$ cat config.mk
export PLATFORM = sky130hd
export DESIGN_NAME = fpb_unit
export DESIGN_NICKNAME = d
export VERILOG_FILES = /design/src/include/fpb_pkg.sv /design/src/rtl/fpb_comp_bank.sv /design/src/rtl/fpb_unit.sv
export VERILOG_INCLUDE_DIRS = /design/src /design/src/include
export SDC_FILE = /design/constraint.sdc
export NUM_CORES = 1
export LEC_CHECK = 0
export BUFFER_PORTS_ARGS = -buffer_cell sky130_fd_sc_hd__buf_2
export CORE_AREA = 2 2 253 255
export DETAILED_ROUTE_END_ITERATION = 12
export DIE_AREA = 0 0 255 257
export PLACE_DENSITY = 0.56
export REMOVE_ABC_BUFFERS = 1
export SLEW_MARGIN = 20
export SYNTH_ARGS = -nofsm -noshare
export SYNTH_HDL_FRONTEND = slang
export SYNTH_SLANG_ARGS = --single-unit
$ cat constraint.sdc
create_clock -name clk -period 29 [get_ports clk]
set_clock_uncertainty 0.15 [all_clocks]
set_input_delay 8.7 -clock clk [delete_from_list [all_inputs] [get_ports clk]]
set_output_delay 8.7 -clock clk [all_outputs]
set_load 0.01 [all_outputs]
$ cat src/include/fpb_params.svh
`ifndef FPB_PARAMS_SVH
`define FPB_PARAMS_SVH

// ============================================================
// Register offsets (byte addresses).
`define FPB_CTRL_OFS    8'h00
`define FPB_REMAP_OFS   8'h04
`define FPB_STAT_OFS    8'h08
`define FPB_COMP0_OFS   8'h10

// ============================================================
// Field positions.
`define FPB_CTRL_EN_BIT   0
`define FPB_COMP_EN_BIT   0
`define FPB_COMP_BKPT_BIT 1

// ============================================================
// Reset values.
`define FPB_CTRL_RST    32'h0000_0000
`define FPB_REMAP_RST   32'h2000_0000
`define FPB_COMP_RST    32'h0000_0000

// ============================================================
// Mapping constants.
`define FPB_FLASH_BASE  32'h0000_0000
`define FPB_FLASH_MASK  32'hE000_0000
// Breakpoint word returned on a breakpoint hit; the value is arbitrary.
`define FPB_BKPT_INSN   32'h0F0F_F0F0
`define FPB_SLOT_BYTES  4

`endif

$ cat src/include/fpb_pkg.sv
package fpb_pkg;

    typedef struct packed {
        logic        valid;
        logic        is_lit;
        logic [31:0] addr;
        logic [1:0]  size;
    } fpb_req_t;

    typedef struct packed {
        logic        hit;
        logic        bkpt;
        logic [31:0] addr;
        logic        valid;
    } fpb_resp_t;

    typedef struct packed {
        logic [31:0] adr;
        logic [31:0] dat;
        logic [3:0]  sel;
        logic        we;
        logic        cyc;
        logic        stb;
    } fpb_wb_req_t;

endpackage

$ cat src/rtl/fpb_comp_bank.sv
`timescale 1ns/1ps
`default_nettype none

// ============================================================
// Comparator table with registered read port.
module fpb_comp_bank #(
    parameter int N = 8
) (
    input  wire logic                 clk,
    input  wire logic                 sys_rst,
    input  wire logic                 wr_en,
    input  wire logic [$clog2(N)-1:0] wr_idx,
    input  wire logic [31:0]          wr_data,
    input  wire logic [$clog2(N)-1:0] rd_idx,
    output var  logic [31:0]          rd_data,
    output var  logic [N*32-1:0]      all_q
);

    typedef struct packed {
        logic [N-1:0][31:0] ent;
        logic [31:0]        rd;
    } fpb_bank_t;

    fpb_bank_t s_q;
    fpb_bank_t s_d;

    always_comb begin
        s_d = s_q;
        if (wr_en) begin
            s_d.ent[wr_idx] = wr_data;
        end
        s_d.rd = s_q.ent[rd_idx];
    end

    always_ff @(posedge clk or posedge sys_rst) begin
        if (sys_rst) begin
            s_q <= '0;
        end else begin
            s_q <= s_d;
        end
    end

    assign rd_data = s_q.rd;
    assign all_q   = s_q.ent;

endmodule

`default_nettype wire

$ cat src/rtl/fpb_unit.sv
// The implementer's own choices: the address map and the Wishbone interface to the registers.
`timescale 1ns/1ps
`default_nettype none
`include "fpb_params.svh"

// Behaviour
// - Two literal comparators match flash literal loads and redirect them to RAM.
// - Six instruction comparators match flash fetches and redirect them to RAM.
// - Each instruction comparator may instead return a breakpoint instruction.
// - A comparator acts only when its enable and the global enable are set.
// - Remapped address is remap base plus an offset chosen by the matching comparator.
// - Original flash access still runs; the remapped result replaces it.
// - Protection checks use the original address, never the remapped one.
// - Unaligned literal loads are never remapped; the original access completes.
module fpb_unit #(
    parameter int N_INSN = 6,
    parameter int N_LIT  = 2
) (
    input  wire logic               clk,
    input  wire logic               sys_rst,
    input  wire fpb_pkg::fpb_wb_req_t wb_req,
    output var  logic [31:0]        wb_dat_o,
    output var  logic               wb_ack_o,
    input  wire fpb_pkg::fpb_req_t  core_req,
    output var  fpb_pkg::fpb_resp_t core_resp,
    output var  logic [31:0]        prot_addr,
    input  wire logic               flash_valid,
    input  wire logic [31:0]        flash_rdata,
    input  wire logic               ram_valid,
    input  wire logic [31:0]        ram_rdata,
    output var  logic               core_rvalid,
    output var  logic [31:0]        core_rdata
);

    localparam int N  = N_INSN + N_LIT;
    localparam int IW = $clog2(N);

    typedef enum logic [1:0] {
        FPB_IDLE = 2'b00,
        FPB_WAIT = 2'b01,
        FPB_ACK  = 2'b11
    } fpb_bus_t;

    typedef struct packed {
        fpb_bus_t           st;
        logic               en;
        logic [31:0]        remap;
        fpb_pkg::fpb_resp_t resp;
        logic [31:0]        prot;
        logic [31:0]        rdata;
        logic               rvalid;
        logic [31:0]        bus_rd;
        logic [7:0]         hits;
        logic               sel_bkpt;
        logic               sel_hit;
    } fpb_state_t;

    fpb_state_t s_q;
    fpb_state_t s_d;

    logic [31:0]   bank_rd;
    logic [N*32-1:0] comps;
    logic          bank_we;
    logic [IW-1:0] bank_idx;

    // ============================================================
    // Word-aligned comparison of one entry against an access.
    function automatic logic comp_hit(input logic [31:0] ent, input logic [31:0] a);
        comp_hit = ent[`FPB_COMP_EN_BIT] && (ent[31:2] == a[31:2]);
    endfunction

    function automatic logic is_flash(input logic [31:0] a);
        is_flash = (a & `FPB_FLASH_MASK) == `FPB_FLASH_BASE;
    endfunction

    function automatic logic aligned(input logic [31:0] a, input logic [1:0] sz);
        case (sz)
            2'd0: aligned = 1'b1;
            2'd1: aligned = ~a[0];
            default: aligned = (a[1:0] == 2'b00);
        endcase
    endfunction

    assign bank_idx = IW'((wb_req.adr[7:0] - `FPB_COMP0_OFS) >> 2);
    assign bank_we  = (s_q.st == FPB_IDLE) && wb_req.cyc && wb_req.stb && wb_req.we
                      && (wb_req.adr[7:0] >= `FPB_COMP0_OFS)
                      && (wb_req.adr[7:0] < 8'(`FPB_COMP0_OFS + 4 * N));

    fpb_comp_bank #(
        .N(N)
    ) u_bank (
        .clk     (clk),
        .sys_rst (sys_rst),
        .wr_en   (bank_we),
        .wr_idx  (bank_idx),
        .wr_data (wb_req.dat),
        .rd_idx  (bank_idx),
        .rd_data (bank_rd),
        .all_q   (comps)
    );

    // ============================================================
    // Next-state logic.
    always_comb begin
        logic          hit;
        logic [IW-1:0] idx;
        logic [7:0]    ofs;
        hit = 1'b0;
        idx = '0;
        ofs = wb_req.adr[7:0];
        s_d = s_q;

        case (s_q.st)
            FPB_IDLE: begin
                if (wb_req.cyc && wb_req.stb) begin
                    s_d.st = FPB_WAIT;
                    if (wb_req.we) begin
                        if (ofs == `FPB_CTRL_OFS && wb_req.sel[0]) begin
                            s_d.en = wb_req.dat[`FPB_CTRL_EN_BIT];
                        end else if (ofs == `FPB_REMAP_OFS) begin
                            s_d.remap = {wb_req.dat[31:5], 5'b0_0000};
                        end
                    end
                end
            end
            FPB_WAIT: begin
                s_d.st = FPB_ACK;
                if (ofs == `FPB_CTRL_OFS) begin
                    s_d.bus_rd = {31'h0000_0000, s_q.en};
                end else if (ofs == `FPB_REMAP_OFS) begin
                    s_d.bus_rd = s_q.remap;
                end else if (ofs == `FPB_STAT_OFS) begin
                    s_d.bus_rd = {24'h00_0000, s_q.hits};
                end else if (ofs >= `FPB_COMP0_OFS && ofs < 8'(`FPB_COMP0_OFS + 4 * N)) begin
                    s_d.bus_rd = bank_rd;
                end else begin
                    s_d.bus_rd = 32'h0000_0000;
                end
            end
            default: begin
                s_d.st = FPB_IDLE;
            end
        endcase

        // Instruction slots come first, literal slots after them.
        if (s_q.en && core_req.valid && is_flash(core_req.addr)) begin
            for (int i = 0; i < N; i++) begin
                if (!hit && comp_hit(comps[i*32 +: 32], core_req.addr)
                    && ((i < N_INSN) != core_req.is_lit)) begin
                    hit = 1'b1;
                    idx = IW'(i);
                end
            end
            if (core_req.is_lit && !aligned(core_req.addr, core_req.size)) begin
                hit = 1'b0;
            end
        end

        if (core_req.valid) begin
            s_d.prot = core_req.addr;
            s_d.resp.valid = 1'b1;
            s_d.resp.hit = hit;
            s_d.resp.bkpt = hit && !core_req.is_lit
                            && comps[32*idx + `FPB_COMP_BKPT_BIT];
            if (hit) begin
                s_d.resp.addr = s_q.remap
                                + 32'(idx) * `FPB_SLOT_BYTES
                                + {30'h0000_0000, core_req.addr[1:0]};
                s_d.hits = s_q.hits | (8'h01 << idx);
            end else begin
                s_d.resp.addr = core_req.addr;
            end
        end else begin
            s_d.resp.valid = 1'b0;
        end

        // Flash data of a remapped access is dropped in favour of the remap result.
        // The source choice lags the response by one cycle, in step with the memories.
        s_d.sel_bkpt = s_q.resp.valid && s_q.resp.bkpt;
        s_d.sel_hit  = s_q.resp.valid && s_q.resp.hit;
        s_d.rvalid = 1'b0;
        if (s_q.sel_bkpt) begin
            s_d.rvalid = flash_valid;
            s_d.rdata = `FPB_BKPT_INSN;
        end else if (s_q.sel_hit) begin
            s_d.rvalid = ram_valid;
            s_d.rdata = ram_rdata;
        end else begin
            s_d.rvalid = flash_valid;
            s_d.rdata = flash_rdata;
        end
    end

    always_ff @(posedge clk or posedge sys_rst) begin
        if (sys_rst) begin
            s_q.st    <= FPB_IDLE;
            s_q.en    <= 1'(`FPB_CTRL_RST >> `FPB_CTRL_EN_BIT);
            s_q.remap <= `FPB_REMAP_RST;
            s_q.resp  <= '0;
            s_q.prot  <= '0;
            s_q.rdata <= '0;
            s_q.rvalid <= 1'b0;
            s_q.bus_rd <= '0;
            s_q.hits  <= '0;
            s_q.sel_bkpt <= 1'b0;
            s_q.sel_hit  <= 1'b0;
        end else begin
            s_q <= s_d;
        end
    end

    assign core_resp   = s_q.resp;
    assign prot_addr   = s_q.prot;
    assign core_rvalid = s_q.rvalid;
    assign core_rdata  = s_q.rdata;
    assign wb_dat_o    = s_q.bus_rd;
    assign wb_ack_o    = (s_q.st == FPB_ACK);

endmodule

`default_nettype wire

==> results_dict.tcl <==
set metrics [dict create \
    critical_path_required_ps 29330 \
    synthDistinctLibCells 62 \
    drt_pre_antenna_iters 5 \
    path_delay_family "compound AO/OA/AOI/OAI gates" \
    tns_ps 0 \
    number_of_hold_violations_in_the_final_report 0 \
    grt_pass1_wl_mm 109.1 \
    ant_nets 0 \
    leakage_nw 12.71 \
    clock_path_buffers 3 \
    crit_path_frequent_cell "sky130_fd_sc_hd__mux2_4" \
    ctsHoldBuffers 0 \
    power_density_mw_per_mm2 61.57 \
    synth_flop_cell "sky130_fd_sc_hd__dfrtp_1" \
    first_global_vias 15570 \
    start_util 0.3776 \
    synth_edf_count 0 \
    fillers 5877 \
    wl_mm 75.59 \
    fraction_of_layout_cells_with_a_size_suffix_above_1 0.4202 \
    drv.max_cap_violation_count 0 \
    grt_antenna_before_repair 5 \
    floorplan.io_pins 308 \
    hold-worst-slack_ps 311.6 \
    num_vias 15090 \
    synthesized_instance_count 1853 \
    yosys.area_share.xor_xnor 0.08973 \
    die_y_um 257 \
    crit_path_max_fanout 15 \
    worstPathCellList "buf_2 -> xor2_1 -> nor3b_1 -> nand4b_1 -> nor4_1 -> a31oi_1 -> nand3_1 -> o21ai_4 -> buf_4 -> mux2_4 -> mux2_4" \
    gp_routability_congestion 0.9370 \
    synth_area_per_cell_um2 12.78 \
    timing.critical_path.buf_inv 2 \
    pin_count_of_the_biggest_net_entering_global_routing 170 \
    dp_hpwl_mm 52.90 \
    hp-class "reg2reg" \
    timing.final.setup_violations 0 \
    drtIter0Drc 945 \
    critical_path_slowest_stage_cell "sky130_fd_sc_hd__o21ai_4" \
    flow.area_growth_from_synthesis_pct 12.82 \
    synth_area_mm2 0.02369 \
    synth_adder_area_share 0 \
    synth_simple_gate_area_share 0.07315 \
    path_class "in2reg" \
    netlist_top_cells_area "sky130_fd_sc_hd__dfrtp_1 (48%), sky130_fd_sc_hd__mux2_2 (17%), sky130_fd_sc_hd__mux4_2 (6.1%), sky130_fd_sc_hd__buf_4 (4.8%), sky130_fd_sc_hd__xnor2_1 (4.7%)" \
    netlist.area_leader.share 0.4827 \
    wire_per_inst_um 26.45 \
    worst_slew_pin_slew_ps 1136 \
    synth.area.mux_share 0.2471 \
    worstSetupStartpointType "primary input" \
    drt_drc_violations_left 0 \
    synth-async-reset-ratio 1.000 \
    seq_area_frac_synth 0.4838 \
    gr-usage-all-layers 0.2309 \
    synth_most_common_cell "sky130_fd_sc_hd__dfrtp_1" \
    placeableCoreArea_mm2 0.06274 \
    fp.dieW_um 255 \
    global_route.overflow_total 0 \
    ff_latch_area_mm2 0.01146 \
    die_outline_area_mm2 0.06554 \
    fmax_mhz 81.51 \
    postSynthRegisterBits 458 \
    rows 92 \
    synthTopCellsByCount "sky130_fd_sc_hd__dfrtp_1 (457), sky130_fd_sc_hd__mux2_2 (350), sky130_fd_sc_hd__buf_4 (153)" \
    ir_worst_vdd_mv 0.04459 \
    end_kind "register" \
    vias_per_cell 5.278 \
    clock_sink_count 458 \
    relSlewSlack 0.2429 \
    cts-resized-gates 0 \
    slew_viol_final 0 \
    cts.repair_timing.setup_buffer_count 0 \
    yosys.area.top_type "sky130_fd_sc_hd__dfrtp_1" \
    cts-buffers-inserted 53 \
    final_min_period_over_clock_period 0.4230 \
    run_status "finished, final reports clean" \
    worstSkewPairLatency_ps 610 \
    ctsHtreeMaxLevel 2 \
    rsz0062_at_grt "false" \
    critPathMaxStageDelay_ps 760 \
    worst_hold_path_depth 1 \
    synthesis.yosys.warnings 0 \
    root_buffer "sky130_fd_sc_hd__clkbuf_16" \
    synth_top_family_by_area "multiplexers" \
    cts.clk_slew.worst_paths_ps 60 \
    crit_arrival_ps 12600 \
    synth-compound-area-share 0.03824 \
    multiInputGateArea_mm2 0.01068 \
    tritoncts "done" \
    depth_of_the_critical_timing_path_with_buffers_and_inverters_included 11 \
    r2r.worst_path.cells 10 \
    net_count_final 2142 \
    portbufs 280 \
    layout_min_cycle_time_ps 12270 \
]
==> state kept, by name (all words and copies together) (netlist names) <==
name            cells
core_rvalid         1
core_resp          35
core_rdata         32
u_bank.all_q      256
u_bank.rd_data     32
s_q                40
wb_dat_o           32
prot_addr          30
==> cells in the final DEF, fill, tap and decap left out, types with 31 or more instances in the layout <==
master,Yosys,layout
sky130_fd_sc_hd__xor2_1,113,113
sky130_fd_sc_hd__mux2_2,350,350
sky130_fd_sc_hd__dfrtp_1,457,456
sky130_fd_sc_hd__mux4_2,64,64
sky130_fd_sc_hd__a21oi_1,31,31
sky130_fd_sc_hd__mux2i_1,41,41
sky130_fd_sc_hd__nand4_1,46,46
sky130_fd_sc_hd__nand2_1,57,56
sky130_fd_sc_hd__xnor2_1,126,126
sky130_fd_sc_hd__buf_2,12,278
sky130_fd_sc_hd__nor4_1,33,33
sky130_fd_sc_hd__o21ai_0,32,32
sky130_fd_sc_hd__clkbuf_16,0,55
sky130_fd_sc_hd__nor2_1,84,82
==> where the power goes <==
group          total [mW]  internal (mW)  switching [mW]
Combinational       0.220         0.0812           0.139
Clock               0.723          0.443           0.280
Sequential          0.702          0.677          0.0259
Total                1.65           1.20           0.445
==> layout make-up <==
type,count,share of cell area
Sequential cell,458,0.4289
Clock buffer,74,0.05791
Multi-Input combinational cell,1143,0.3995
Tap cell,846,0.03961
Antenna cell,1,0.00009363
Inverter,9,0.001545
Clock inverter,25,0.01269
Timing Repair Buffer,302,0.05973
==> metrics by stage <==
stage	setup WS, ps	utilization	instance area (µm²)	cells	power, mW
4_1_cts	16810	0.4260	26720	2857	1.669
5_1_grt	16660	0.4260	26730	2858	1.715
3_5_place_dp	16190	0.3959	24840	2758	0.9382
2_1_floorplan	7383	-	22110	1610	0.8189
6_report	16730	0.4260	26730	2858	1.646
3_3_place_gp	16240	0.3959	24840	2758	0.9342
==> path summary, 6_finish.rpt <==
kind	start	slack [ps]	to
max in group asynchronous	sys_rst	18950	prot_addr[26]
min in group asynchronous	sys_rst	8170	wb_dat_o[14]
max reg2reg	u_bank.all_q[220]	24730	core_resp[4]
min reg2reg	s_q[176]	310	s_q[175]
min	s_q[176]	310	s_q[175]
max	core_req[30]	16730	core_resp[4]
==> cells by family (layout without fill, tap and decap cells) <==
| kind of cell | count (synthesis) | after routing |
|---|---|---|
| buffers and inverters | 252 | 410 |
| and+or+nand+nor | 310 | 310 |
| muxes | 459 | 459 |
| AOI/OAI and AO/OA | 133 | 133 |
| other | 0 | 1 |
| DFF | 458 | 458 |
| xor gates and xnor gates | 241 | 241 |
==> metal layers <==
metal	global-route usage	share of wire
met1	0.3116	0.44
met2	0.3733	0.47
met3	0.04157	0.054
met4	0.07862	0.034
met5	0	0.00052
Note: power is estimated with default switching activity, not from simulation.
